$ cat src/include/lan_map.svh
// Purpose: Register offsets, fields, reset values and timer durations for the negotiation controller.
// Assumes: 25 MHz clock, AXI4-Lite byte addressing, word index times four.
// Notes: Times are kept in their own unit; cycle counts derive from them.
// Contract
// - Rank modes: 1000 full, 1000 half, 100 full, 100 half, 10 full, 10 half.
// - Advertise own abilities and select highest mode common to both partners; code transmits only timing pulses, no ability page.
// - Non-negotiating 10/100 partner: pick mode from line signal, parallel detection.
// - Gigabit link only ever comes up through completed negotiation.
// - Gigabit negotiation resolves master/slave before establishing the link.
// - Negotiation on after reset; then control bit 12 enables or disables it.
// - Negotiation off: speed from control bits 6 and 13, duplex bit 8.
// - Speed change while running drops link and reruns negotiation or detection; code acts only with negotiation off and reapplies forced mode.
// - Other setting changes apply only after restart bit 9 or link down/up.
// - On completion update status bit 2 and partner registers 5, 6, 0xA.
// - Transmit bursts every 16 ms, pulses within burst every 68 us.
// - Accept in-burst pulse gap only between 17.2 us and 185 us.
// - Bursts valid only when spaced 6.8 ms to 112 ms apart.
// - Data pulse decoded 35.4 us to 95 us after preceding clock pulse.
// - Normal link pulses recognised only when spaced 4.5 ms to 30 ms.
// - Link loss after 52 ms idle; break link held 1480 ms on renegotiation.
// - Parallel detection mode accepted only after 830 ms stable signal.
// - Resolved mode gets 1000 ms to come up, else negotiation restarts.
`ifndef LAN_MAP_SVH
`define LAN_MAP_SVH

`define LAN_CLK_MHZ        25
`define LAN_REG_CTRL       5'h00
`define LAN_REG_STAT       5'h01
`define LAN_REG_ADV        5'h04
`define LAN_REG_LPA        5'h05
`define LAN_REG_LPX        5'h06
`define LAN_REG_GADV       5'h09
`define LAN_REG_GLPA       5'h0A
`define LAN_REG_IRQ        5'h1B
`define LAN_REG_IEN        5'h1C
`define LAN_REG_ICLR       5'h1D
`define LAN_REG_MODE       5'h1F
`define LAN_CTRL_RST       16'h0000
`define LAN_CTRL_SPD0      6
`define LAN_CTRL_DUP       8
`define LAN_CTRL_RESTART   9
`define LAN_CTRL_ANEN      12
`define LAN_CTRL_SPD1      13
`define LAN_STAT_LINK      2
`define LAN_ADV_RST        16'h01E1
`define LAN_GADV_RST       16'h0300

`define LAN_T_BURST_MS     16
`define LAN_T_PULSE_NS     68000
`define LAN_T_FLPMIN_NS    17200
`define LAN_T_FLPMAX_NS    185000
`define LAN_T_BRMIN_US     6800
`define LAN_T_BRMAX_MS     112
`define LAN_T_DMIN_NS      35400
`define LAN_T_DMAX_NS      95000
`define LAN_T_NLPMIN_US    4500
`define LAN_T_NLPMAX_MS    30
`define LAN_T_LOSS_MS      52
`define LAN_T_BREAK_MS     1480
`define LAN_T_PDET_MS      830
`define LAN_T_LEN_MS       1000

`endif

$ cat src/include/lan_pkg.sv
// Purpose: Types of the negotiation controller.
// Assumes: Nothing beyond the map header.
// Notes: Mode order follows priority, highest first.
package lan_pkg;
    typedef enum logic [2:0] {
        LAN_M_1000F, LAN_M_1000H, LAN_M_100F, LAN_M_100H, LAN_M_10F, LAN_M_10H, LAN_M_NONE
    } lan_mode_e;
    typedef enum logic [1:0] {LAN_RS_OKAY = 2'b00, LAN_RS_SLVERR = 2'b10} lan_resp_e;
endpackage : lan_pkg

$ cat src/core/lan_ctrl.sv
// Purpose: Copper link auto-negotiation controller with AXI4-Lite register access.
// Assumes: Line pulse, detect and link inputs come from analog front end, asynchronous.
// Notes: Pulse-level timing abstracted to events; page exchange is a word per burst.
//
// Design decisions made here: the register offsets and the AXI4-Lite interface to the registers.
`include "lan_map.svh"
`timescale 1ns/1ps
`default_nettype none
module lan_ctrl #(
    parameter int unsigned CLK_MHZ = `LAN_CLK_MHZ,
    parameter int unsigned BURST_CYC = `LAN_T_BURST_MS * 1000 * CLK_MHZ,
    parameter int unsigned BRMIN_CYC = (`LAN_T_BRMIN_US * CLK_MHZ),
    parameter int unsigned BRMAX_CYC = `LAN_T_BRMAX_MS * 1000 * CLK_MHZ,
    parameter int unsigned NLPMIN_CYC = `LAN_T_NLPMIN_US * CLK_MHZ,
    parameter int unsigned NLPMAX_CYC = `LAN_T_NLPMAX_MS * 1000 * CLK_MHZ,
    parameter int unsigned LOSS_CYC = `LAN_T_LOSS_MS * 1000 * CLK_MHZ,
    parameter int unsigned BREAK_CYC = `LAN_T_BREAK_MS * 1000 * CLK_MHZ,
    parameter int unsigned PDET_CYC = `LAN_T_PDET_MS * 1000 * CLK_MHZ,
    parameter int unsigned LEN_CYC = `LAN_T_LEN_MS * 1000 * CLK_MHZ
) (
    input  wire logic             clk,
    input  wire logic             reset_n,
    input  wire logic [7:0]       s_axi_awaddr,
    input  wire logic             s_axi_awvalid,
    output logic                  s_axi_awready,
    input  wire logic [31:0]      s_axi_wdata,
    input  wire logic [3:0]       s_axi_wstrb,
    input  wire logic             s_axi_wvalid,
    output logic                  s_axi_wready,
    output logic [1:0]            s_axi_bresp,
    output logic                  s_axi_bvalid,
    input  wire logic             s_axi_bready,
    input  wire logic [7:0]       s_axi_araddr,
    input  wire logic             s_axi_arvalid,
    output logic                  s_axi_arready,
    output logic [31:0]           s_axi_rdata,
    output logic [1:0]            s_axi_rresp,
    output logic                  s_axi_rvalid,
    input  wire logic             s_axi_rready,
    input  wire logic             line_pulse,
    input  wire logic             line_data,
    input  wire logic [15:0]      line_page,
    input  wire logic             line_10_sig,
    input  wire logic             line_100_sig,
    input  wire logic             line_up,
    input  wire logic             ms_resolved,
    input  wire logic             ms_fault,
    output logic                  tx_pulse,
    output logic [2:0]            link_mode,
    output logic                  link_ok,
    output logic                  irq
);
    import lan_pkg::*;

    localparam int unsigned PULSE_CYC  = (`LAN_T_PULSE_NS * CLK_MHZ) / 1000;
    localparam int unsigned FLPMIN_CYC = (`LAN_T_FLPMIN_NS * CLK_MHZ + 999) / 1000;
    localparam int unsigned FLPMAX_CYC = (`LAN_T_FLPMAX_NS * CLK_MHZ) / 1000;
    localparam int unsigned DMIN_CYC   = (`LAN_T_DMIN_NS * CLK_MHZ + 999) / 1000;
    localparam int unsigned DMAX_CYC   = (`LAN_T_DMAX_NS * CLK_MHZ) / 1000;

    typedef enum logic [2:0] {ST_BREAK, ST_ABILITY, ST_ACK, ST_MS, ST_WAIT, ST_PDET, ST_UP, ST_FORCE} lan_st_e;

    // Synchronisers: stage one feeds stage two only
    logic [6:0] sy1, sy2;
    always_ff @(posedge clk or negedge reset_n) begin
        if (!reset_n) begin
            sy1 <= 7'h00;
            sy2 <= 7'h00;
        end else begin
            sy1 <= {line_pulse, line_data, line_10_sig, line_100_sig, line_up, ms_resolved, ms_fault};
            sy2 <= sy1;
        end
    end
    logic p_s, d_s, s10, s100, up_s, msr_s, msf_s;
    assign {p_s, d_s, s10, s100, up_s, msr_s, msf_s} = sy2;
    logic [15:0] page_q, page_r;
    logic        p_d;

    function automatic lan_mode_e best(input logic [15:0] a, input logic [15:0] g);
        // Highest common ability by priority
        if (g[1])      best = LAN_M_1000F;
        else if (g[0]) best = LAN_M_1000H;
        else if (a[8]) best = LAN_M_100F;
        else if (a[7]) best = LAN_M_100H;
        else if (a[6]) best = LAN_M_10F;
        else if (a[5]) best = LAN_M_10H;
        else           best = LAN_M_NONE;
    endfunction : best

    // Registers and state
    logic [15:0] ctrl, adv, gadv, lpa, lpx, glpa, lat_adv, lat_gadv;
    logic [3:0]  ist, ien;
    lan_st_e     st, next_st;
    logic [31:0] tmr, next_tmr, gap, next_gap, txc, next_txc;
    logic [3:0]  burst_ok_cnt, next_burst_ok_cnt;
    lan_mode_e   mode, next_mode;
    logic        sped_chg;
    logic        tx_pulse_r, next_tx_pulse;

    // Bus slave
    logic        aw_h, w_h, next_aw_h, next_w_h;
    logic [7:0]  aw_a, next_aw_a;
    logic [31:0] w_d, next_w_d;
    logic        bv, next_bv, rv, next_rv;
    logic [31:0] rd, next_rd;
    logic [1:0]  br, next_br, rr, next_rr;
    logic        wr_go;
    logic [4:0]  wi;
    logic        map_ok_w, map_ok_r;
    logic [15:0] rword;

    function automatic logic mapped(input logic [4:0] i);
        mapped = i inside {`LAN_REG_CTRL, `LAN_REG_STAT, `LAN_REG_ADV, `LAN_REG_LPA, `LAN_REG_LPX,
                           `LAN_REG_GADV, `LAN_REG_GLPA, `LAN_REG_IRQ, `LAN_REG_IEN, `LAN_REG_ICLR, `LAN_REG_MODE};
    endfunction : mapped

    assign wr_go = aw_h && w_h && !bv;
    assign wi = aw_a[6:2];
    assign map_ok_w = mapped(wi) && (aw_a[7] == 1'b0);
    assign map_ok_r = mapped(s_axi_araddr[6:2]) && (s_axi_araddr[7] == 1'b0);

    always_comb begin
        next_aw_h = aw_h;
        next_w_h = w_h;
        next_aw_a = aw_a;
        next_w_d = w_d;
        next_bv = bv;
        next_br = br;
        next_rv = rv;
        next_rd = rd;
        next_rr = rr;
        rword = 16'h0000;
        if (s_axi_awvalid && !aw_h) begin
            next_aw_h = 1'b1;
            next_aw_a = s_axi_awaddr;
        end
        if (s_axi_wvalid && !w_h) begin
            next_w_h = 1'b1;
            next_w_d = s_axi_wdata;
        end
        if (wr_go) begin
            next_bv = 1'b1;
            next_br = map_ok_w ? LAN_RS_OKAY : LAN_RS_SLVERR;
            next_aw_h = 1'b0;
            next_w_h = 1'b0;
        end
        if (bv && s_axi_bready) next_bv = 1'b0;
        unique case (s_axi_araddr[6:2])
            `LAN_REG_CTRL: rword = ctrl;
            `LAN_REG_STAT: rword = {13'h0000, link_ok, 2'b00};
            `LAN_REG_ADV:  rword = adv;
            `LAN_REG_LPA:  rword = lpa;
            `LAN_REG_LPX:  rword = lpx;
            `LAN_REG_GADV: rword = gadv;
            `LAN_REG_GLPA: rword = glpa;
            `LAN_REG_IRQ:  rword = {12'h000, ist};
            `LAN_REG_IEN:  rword = {12'h000, ien};
            `LAN_REG_MODE: rword = {9'h000, 4'(st), link_mode};
            default:       rword = 16'h0000;
        endcase
        if (s_axi_arvalid && !rv) begin
            next_rv = 1'b1;
            next_rd = map_ok_r ? {16'h0000, rword} : 32'h0000_0000;
            next_rr = map_ok_r ? LAN_RS_OKAY : LAN_RS_SLVERR;
        end else if (rv && s_axi_rready) begin
            next_rv = 1'b0;
        end
    end

    always_ff @(posedge clk or negedge reset_n) begin
        if (!reset_n) begin
            aw_h <= 1'b0;
            w_h <= 1'b0;
            aw_a <= 8'h00;
            w_d <= 32'h0000_0000;
            bv <= 1'b0;
            br <= 2'b00;
            rv <= 1'b0;
            rd <= 32'h0000_0000;
            rr <= 2'b00;
        end else begin
            aw_h <= next_aw_h;
            w_h <= next_w_h;
            aw_a <= next_aw_a;
            w_d <= next_w_d;
            bv <= next_bv;
            br <= next_br;
            rv <= next_rv;
            rd <= next_rd;
            rr <= next_rr;
        end
    end

    // Control registers; byte strobes ignored, whole word written
    logic [15:0] next_ctrl, next_adv, next_gadv;
    logic [3:0]  next_ien, next_ist, ev;
    logic        restart_taken;
    always_comb begin
        next_ctrl = ctrl;
        next_adv = adv;
        next_gadv = gadv;
        next_ien = ien;
        if (wr_go && map_ok_w) begin
            unique case (wi)
                `LAN_REG_CTRL: next_ctrl = w_d[15:0];
                `LAN_REG_ADV:  next_adv = w_d[15:0];
                `LAN_REG_GADV: next_gadv = w_d[15:0];
                `LAN_REG_IEN:  next_ien = w_d[3:0];
                default:       next_ien = next_ien;
            endcase
        end
        if (restart_taken) next_ctrl[`LAN_CTRL_RESTART] = 1'b0;
        // Events: done, link up, link down, parallel detect; set beats clear
        next_ist = ist;
        if (wr_go && map_ok_w && wi == `LAN_REG_ICLR) next_ist = ist & ~w_d[3:0];
        next_ist = next_ist | ev;
    end

    always_ff @(posedge clk or negedge reset_n) begin
        if (!reset_n) begin
            ctrl <= `LAN_CTRL_RST | (16'h0001 << `LAN_CTRL_ANEN);
            adv <= `LAN_ADV_RST;
            gadv <= `LAN_GADV_RST;
            ien <= 4'h0;
            ist <= 4'h0;
        end else begin
            ctrl <= next_ctrl;
            adv <= next_adv;
            gadv <= next_gadv;
            ien <= next_ien;
            ist <= next_ist;
        end
    end

    // Negotiation machine
    logic [15:0] next_lpa, next_lpx, next_glpa, next_lat_adv, next_lat_gadv;
    logic        next_link, next_irq;
    logic [1:0]  fspd;
    lan_mode_e   fmode;
    assign fspd = {ctrl[`LAN_CTRL_SPD1], ctrl[`LAN_CTRL_SPD0]};
    // Forced gigabit falls to 100 since gigabit needs negotiation
    assign fmode = (fspd == 2'b00) ? (ctrl[`LAN_CTRL_DUP] ? LAN_M_10F : LAN_M_10H)
                                   : (ctrl[`LAN_CTRL_DUP] ? LAN_M_100F : LAN_M_100H);
    always_comb begin
        next_st = st;
        next_tmr = (tmr == 32'hFFFF_FFFF) ? tmr : tmr + 32'd1;
        next_gap = (gap == 32'hFFFF_FFFF) ? gap : gap + 32'd1;
        next_txc = txc + 32'd1;
        next_tx_pulse = 1'b0;
        next_mode = mode;
        next_burst_ok_cnt = burst_ok_cnt;
        next_lpa = lpa;
        next_lpx = lpx;
        next_glpa = glpa;
        next_lat_adv = lat_adv;
        next_lat_gadv = lat_gadv;
        restart_taken = 1'b0;
        ev = 4'h0;
        sped_chg = 1'b0;
        // Bursts each 16 ms, pulses 68 us apart inside
        if (st == ST_ABILITY || st == ST_ACK) begin
            if (txc >= BURST_CYC) next_txc = 32'd0;
            if (txc < 32'(PULSE_CYC) * 32'd17 && (txc % PULSE_CYC) == 32'd0) next_tx_pulse = 1'b1;
        end else next_txc = 32'd0;
        if (p_s && !p_d) begin
            next_gap = 32'd0;
            // Burst spacing window pulse gap and data windows
            if (gap >= FLPMIN_CYC && gap <= FLPMAX_CYC) begin
                if (d_s && gap >= DMIN_CYC && gap <= DMAX_CYC) next_lpx = page_q;
            end else if (gap >= BRMIN_CYC && gap <= BRMAX_CYC) begin
                next_burst_ok_cnt = (burst_ok_cnt == 4'hF) ? burst_ok_cnt : burst_ok_cnt + 4'd1;
            end else if (gap >= NLPMIN_CYC && gap <= NLPMAX_CYC) begin
                next_burst_ok_cnt = burst_ok_cnt; // Normal link pulse spacing
            end else next_burst_ok_cnt = 4'd0;
        end
        // Settings changes wait for restart or link down/up; a forced speed change acts at once only while link is up
        if (ctrl[`LAN_CTRL_RESTART]) begin
            restart_taken = 1'b1;
            next_st = ST_BREAK;
            next_tmr = 32'd0;
        end else if (link_ok && ctrl[`LAN_CTRL_ANEN] == 1'b0 && fmode != mode) begin
            sped_chg = 1'b1; // Speed change drops the link
            next_st = ST_BREAK;
            next_tmr = 32'd0;
        end else begin
            unique case (st)
                ST_BREAK: if (tmr >= BREAK_CYC) begin
                    next_tmr = 32'd0;
                    next_burst_ok_cnt = 4'd0;
                    next_lat_adv = adv;
                    next_lat_gadv = gadv;
                    next_st = ctrl[`LAN_CTRL_ANEN] ? ST_ABILITY : ST_FORCE;
                end
                ST_ABILITY: begin
                    if (burst_ok_cnt >= 4'd3) begin
                        next_st = ST_ACK;
                        next_lpa = page_q;
                        next_tmr = 32'd0;
                    end else if (s10 || s100) begin
                        next_st = ST_PDET;
                        next_tmr = 32'd0;
                    end
                end
                ST_ACK: begin
                    // Common mode resolved from both pages
                    // Gig page taken live; glpa would still hold the last partner's
                    next_mode = best(lat_adv & lpa, lat_gadv & page_q);
                    next_tmr = 32'd0;
                    ev[0] = 1'b1;
                    next_st = (next_mode == LAN_M_1000F || next_mode == LAN_M_1000H) ? ST_MS : ST_WAIT;
                end
                ST_MS: begin
                    // Master/slave first, else break and renegotiate
                    if (msf_s) begin
                        next_st = ST_BREAK;
                        next_tmr = 32'd0;
                    end else if (msr_s) begin
                        next_st = ST_WAIT;
                        next_tmr = 32'd0;
                    end else if (tmr >= LEN_CYC) begin
                        next_st = ST_BREAK;
                        next_tmr = 32'd0;
                    end
                end
                ST_PDET: begin
                    if (!(s10 ^ s100)) begin
                        next_st = ST_ABILITY;
                        next_tmr = 32'd0;
                    end else if (tmr >= PDET_CYC) begin
                        next_mode = s100 ? LAN_M_100H : LAN_M_10H;
                        next_lpa = 16'h0000;
                        ev[3] = 1'b1;
                        next_st = ST_WAIT;
                        next_tmr = 32'd0;
                    end
                end
                ST_FORCE: begin
                    next_mode = fmode;
                    next_st = ST_WAIT;
                    next_tmr = 32'd0;
                end
                ST_WAIT: begin
                    if (up_s) begin
                        next_st = ST_UP;
                        next_gap = 32'd0;
                        ev[1] = 1'b1;
                    end else if (tmr >= LEN_CYC) begin
                        next_st = ST_BREAK;
                        next_tmr = 32'd0;
                    end
                end
                ST_UP: begin
                    if (up_s) next_tmr = 32'd0;
                    else if (tmr >= LOSS_CYC) begin
                        next_st = ST_BREAK;
                        next_tmr = 32'd0;
                        ev[2] = 1'b1;
                    end
                end
            endcase
        end
        next_link = (next_st == ST_UP);
        if (st == ST_ACK) next_glpa = page_q;
        next_irq = |(next_ist & next_ien);
    end

    always_ff @(posedge clk or negedge reset_n) begin
        if (!reset_n) begin
            st <= ST_BREAK;
            tmr <= 32'd0;
            gap <= 32'hFFFF_FFFF;
            txc <= 32'd0;
            mode <= LAN_M_NONE;
            burst_ok_cnt <= 4'd0;
            lpa <= 16'h0000;
            lpx <= 16'h0000;
            glpa <= 16'h0000;
            lat_adv <= `LAN_ADV_RST;
            lat_gadv <= `LAN_GADV_RST;
            tx_pulse_r <= 1'b0;
            link_ok <= 1'b0;
            irq <= 1'b0;
            p_d <= 1'b0;
            page_r <= 16'h0000;
            page_q <= 16'h0000;
        end else begin
            st <= next_st;
            tmr <= next_tmr;
            gap <= next_gap;
            txc <= next_txc;
            mode <= next_mode;
            burst_ok_cnt <= next_burst_ok_cnt;
            lpa <= next_lpa;
            lpx <= next_lpx;
            glpa <= next_glpa;
            lat_adv <= next_lat_adv;
            lat_gadv <= next_lat_gadv;
            tx_pulse_r <= next_tx_pulse;
            link_ok <= next_link;
            irq <= next_irq;
            p_d <= p_s;
            page_r <= line_page;
            page_q <= page_r; // Page word only read after burst settles
        end
    end

    assign tx_pulse = tx_pulse_r;
    assign link_mode = mode;
    assign s_axi_awready = !aw_h;
    assign s_axi_wready = !w_h;
    assign s_axi_bvalid = bv;
    assign s_axi_bresp = br;
    assign s_axi_arready = !rv;
    assign s_axi_rvalid = rv;
    assign s_axi_rdata = rd;
    assign s_axi_rresp = rr;

    a_restart_clear: assert property (@(posedge clk) disable iff (!reset_n)
        ctrl[`LAN_CTRL_RESTART] |=> !ctrl[`LAN_CTRL_RESTART] || $past(wr_go)) else $error("restart bit stuck");
    a_restart_break: assert property (@(posedge clk) disable iff (!reset_n)
        ctrl[`LAN_CTRL_RESTART] |=> st == ST_BREAK) else $error("restart not taken");
    a_giga_neg: assert property (@(posedge clk) disable iff (!reset_n)
        (st == ST_FORCE || st == ST_PDET) |=> !(mode inside {LAN_M_1000F, LAN_M_1000H}) || st != ST_WAIT)
        else $error("gigabit without negotiation");
    a_ms_first: assert property (@(posedge clk) disable iff (!reset_n)
        (st == ST_ACK && next_st == ST_WAIT) |-> !(next_mode inside {LAN_M_1000F, LAN_M_1000H}))
        else $error("gigabit skipped master slave");
    a_link_state: assert property (@(posedge clk) disable iff (!reset_n)
        link_ok == $past(next_st == ST_UP)) else $error("link flag mismatch");
    a_break_hold: assert property (@(posedge clk) disable iff (!reset_n)
        (st == ST_BREAK && next_st != ST_BREAK) |-> tmr >= BREAK_CYC || ctrl[`LAN_CTRL_RESTART])
        else $error("break too short");
    a_pdet_wait: assert property (@(posedge clk) disable iff (!reset_n)
        (st == ST_PDET && next_st == ST_WAIT) |-> tmr >= PDET_CYC) else $error("parallel detect early");
    a_irq_level: assert property (@(posedge clk) disable iff (!reset_n)
        ##1 irq == |($past(next_ist) & $past(next_ien))) else $error("irq level wrong");
    a_speed_drop: assert property (@(posedge clk) disable iff (!reset_n)
        sped_chg |=> st == ST_BREAK && !link_ok) else $error("speed change kept link");
    a_tx_quiet: assert property (@(posedge clk) disable iff (!reset_n)
        tx_pulse |-> $past(st == ST_ABILITY || st == ST_ACK)) else $error("pulse outside negotiation");
    c_up: cover property (@(posedge clk) disable iff (!reset_n) st == ST_WAIT ##1 st == ST_UP);
    c_pdet: cover property (@(posedge clk) disable iff (!reset_n) st == ST_PDET ##1 st == ST_WAIT);
    c_ms: cover property (@(posedge clk) disable iff (!reset_n) st == ST_MS ##1 st == ST_WAIT);
endmodule : lan_ctrl
`default_nettype wire

$ cat config.mk
export PLATFORM = sky130hd
export DESIGN_NAME = lan_ctrl
export DESIGN_NICKNAME = d
export VERILOG_FILES = /design/src/include/lan_pkg.sv /design/src/core/lan_ctrl.sv
export VERILOG_INCLUDE_DIRS = /design/src /design/src/include
export SDC_FILE = /design/constraint.sdc
export NUM_CORES = 1
export LEC_CHECK = 0
export ABC_AREA = 1
export BUFFER_PORTS_ARGS = -buffer_cell sky130_fd_sc_hd__buf_2
export CORE_MARGIN = 10
export CORE_UTILIZATION = 29
export DETAILED_ROUTE_END_ITERATION = 8
export GPL_TIMING_DRIVEN = 0
export PLACE_DENSITY = 0.42
export SETUP_SLACK_MARGIN = 0.1
export SLEW_MARGIN = 20
export SYNTH_ARGS = -nofsm -noshare
export SYNTH_HDL_FRONTEND = slang
export SYNTH_SLANG_ARGS = --single-unit
$ cat constraint.sdc
create_clock -name clk -period 21.3 [get_ports clk]
set_input_delay 5.325 -clock clk [delete_from_list [all_inputs] [get_ports clk]]
set_output_delay 5.325 -clock clk [all_outputs]
set_load 0.005 [all_outputs]
==> reports/qor.yml <==
seqCellArea_mm2: 0.00782
start_util_pct: 29.2
cts_hold_buf: 0
setup_tns_ns: 0
dp_slack_ns: 4.82
min_path_type: "register to register"
cts_max_path_buffers: 3
cts_sinks: 310
synthTopCellsByArea: "dfrtp_1 (30%), nand2_1 (11%), inv_1 (6.5%)"
muxShareOfSynthArea_pct: 0.300
hold_viol_final: 0
synth_cells: 3056
grt_overflow: 0
dr.pass1.iters: 5
dpl_cell_area_mm2: 0.0240
cts_max_level: 2
area_growth_pct: 14.4
cp.arrival_ns: 16.86
crit_required_ns: 21.74
cts_resized: 0
drt_iter0_drc: 997
die-area_mm2: 0.0878
worstMarginPinSlew_ns: 0.807
synth_xor_area_share_pct: 4.31
max_stage_delay_ns: 0.42
fin_ws_ns: 4.89
yosysWarnings: 0
clk_pin_slew_ns: 0.06
grt_use_total_pct: 14.3
cp-start-kind: "register"
routed_wl_mm: 62.8
yosys_most_used_dff: "dfrtp_1"
cp_slowest_cell: "dfrtp_1"
io_buffers: 86
wirelength_met1_mm: 29.2
cpMostUsedCell: "nand2_2"
fin_util_pct: 33.4
rsz0062_at_grt: "no"
fillers: 8112
period_share_pct: 77.1
antenna_found_initial: 8
clock_latency_ns: 0.59
synth_top_family_by_area: "simple AND/OR/NAND/NOR gates"
core-area_mm2: 0.0758
critPathKind: "register to register"
ys_ff_latch: 310
synth_top_cell_by_area: "dfrtp_1"
vias: 19900
rows: 101
die_height_um: 296
ys_seq_area_share_pct: 35.3
yosys.area.top_type_share_pct: 29.8
cts_tree: "yes"
grt_pass1_wl_mm: 103
postCtsSetupBuffers: 0
syn_area_mm2: 0.0221
synthAdderAreaFrac_pct: 0.565
synth-simple-area-share_pct: 38.8
syn_area_per_cell_um2: 7.24
wl_met3_mm: 2.72
cts_buffers: 37
remaining_drc_errors: 0
nNetsFinal: 3309
setup_viol: 0
dr_wl_met2_mm: 29.4
max_freq_ghz: 0.0609
maxSlewHeadroom_pct: 45.8
multiInputGateArea_mm2: 0.0124
die_w_um: 296
place.gp.congestion: 0.866
critPathCaptureType: "register"
grt_max_degree: 96
dp_hpwl_mm: 49.6
finClkSkew_ns: 0.0531
synth_edf_count: 0
root_buffer: "clkbuf_16"
wl_per_cell_um: 14.9
cp.buffers_inverters: 11
io_pins: 129
ys_types: 73
grt_pass1_vias: 19700
drv_slew: 0
viasPerCell: 4.72
highest_layer: "met5"
cp_max_fo: 10
synth_compound_area_share_pct: 11.3
fin_crit_ns: 16.41
drv_cap: 0
drive_gt1_share_pct: 20.5
postRouteAntennaNets: 0
crit_family: "simple AND/OR/NAND/NOR gates"
ys_async_sr_fraction_pct: 100
design_area_mm2: 0.0253
status: "completed"
-- cell usage in the layout, fill, tap and decap left out, types with 20 or more instances in the layout --
| cell type | netlist | final |
|---|---|---|
| nand2_1 | 654 | 654 |
| inv_1 | 383 | 383 |
| nand3_1 | 278 | 278 |
| dfrtp_1 | 264 | 264 |
| nor2_1 | 255 | 255 |
| nand2_2 | 200 | 200 |
| o21ai_0 | 185 | 185 |
| a21oi_1 | 91 | 91 |
| xor2_1 | 90 | 90 |
| buf_2 | 0 | 85 |
| nor3_1 | 79 | 79 |
| nand2_4 | 76 | 76 |
| inv_2 | 54 | 54 |
| clkbuf_1 | 38 | 47 |
| dfstp_2 | 46 | 46 |
| nand4_1 | 42 | 42 |
| clkbuf_16 | 0 | 37 |
| conb_1 | 1 | 31 |
| nor2_2 | 22 | 22 |
| buf_4 | 18 | 21 |
| nor4_1 | 22 | 20 |
| o21ai_1 | 20 | 20 |
-- through the flow --
stage	hold slack, ns	std cells
floorplan	0.331	3086
global placement	0.332	4150
detailed placement	0.336	4156
CTS	0.320	4223
global route	0.332	4224
finish	0.310	4224
-- area by class of cell --
type,count,share of cell area [%]
Multi-Input combinational cell,2259,48.8
Sequential cell,310,30.9
Inverter,455,6.90
Tap cell,978,4.83
Clock buffer,50,4.01
Timing Repair Buffer,92,2.15
Buffer,62,1.32
Clock inverter,17,1.11
Antenna cell,1,0.00988
-- worst register-to-register path, delay by kind of cell, from the launching register on --
family | cells | cell delay, ns
and+or+nand+nor | 122 | 13.18
AOI/OAI and AO/OA | 7 | 1.19
buffers and inverters | 11 | 1.17
DFF | 1 | 0.42
xor gates and xnor gates | 1 | 0.28
-- per-layer routing --
layer  GRT usage (%)  vias to the layer above
met4            3.68                        8
li1                -                    10200
met3            2.44                       90
met5               0                        -
met2            24.1                      319
met1            18.6                     9326
-- cells by family after synthesis --
logic type / count (synthesis)
fa+ha+maj: 10
buf+inv: 517
other cells: 1
compound gates: 416
mux: 6
simple gates: 1691
flops: 310
xor+xnor: 105
-- synthesized netlist by cell type, drive strengths merged, types with 2 or more instances --
cell and instances:
inv 443, nand3b 8, xor2 92, a22o 6
a31oi 9, clkbuf 38, a211oi 5, a221oi 18
dfrtp 264, a2111oi 4, o21bai 3, o22ai 8
dfstp 46, o221ai 6, o2111ai 9, nor4 22
nand2 936, or2 4, a311oi 3, nor3 79
xnor2 13, buf 24, nor3b 4, o31ai 4
o211ai 11, a21oi 101, nand4 54, o21ai 216
a22oi 2, o21a 4, mux2 5, clkinv 11
nor2 291, nand3 290, ha 10, a21boi 3
-- flip-flops by register name, indices dropped and copies added, names as in the netlist, 6 cells and up --
register,flops
gap,32
tmr,32
txc,32
adv,16
ctrl,16
gadv,16
glpa,16
lpa,16
lpx,16
page_q,16
page_r,16
s_axi_rdata,16
w_d,16
sy1,7
sy2,7
aw_a,6
-- path summary, 6_finish.rpt --
| kind | startpoint | endpoint | slack (ns) | cells after the start |
|---|---|---|---|---|
| hold reg to reg | page_r[2] | page_q[2] | 0.31 | 0 |
| hold / removal | page_r[2] | page_q[2] | 0.31 | 0 |
| max in group asynchronous | reset_n | gap[28] | 15.32 | 3 |
| min in group asynchronous | reset_n | txc[21] | 4.75 | 1 |
| setup / recovery | txc[24] | tx_pulse | 4.89 | 141 |
| setup reg to reg | txc[24] | tx_pulse | 4.89 | 141 |
Power is left out: the tool's default activity adds up to more than one toggle a clock period on the data nets, which glitch-free logic cannot reach.
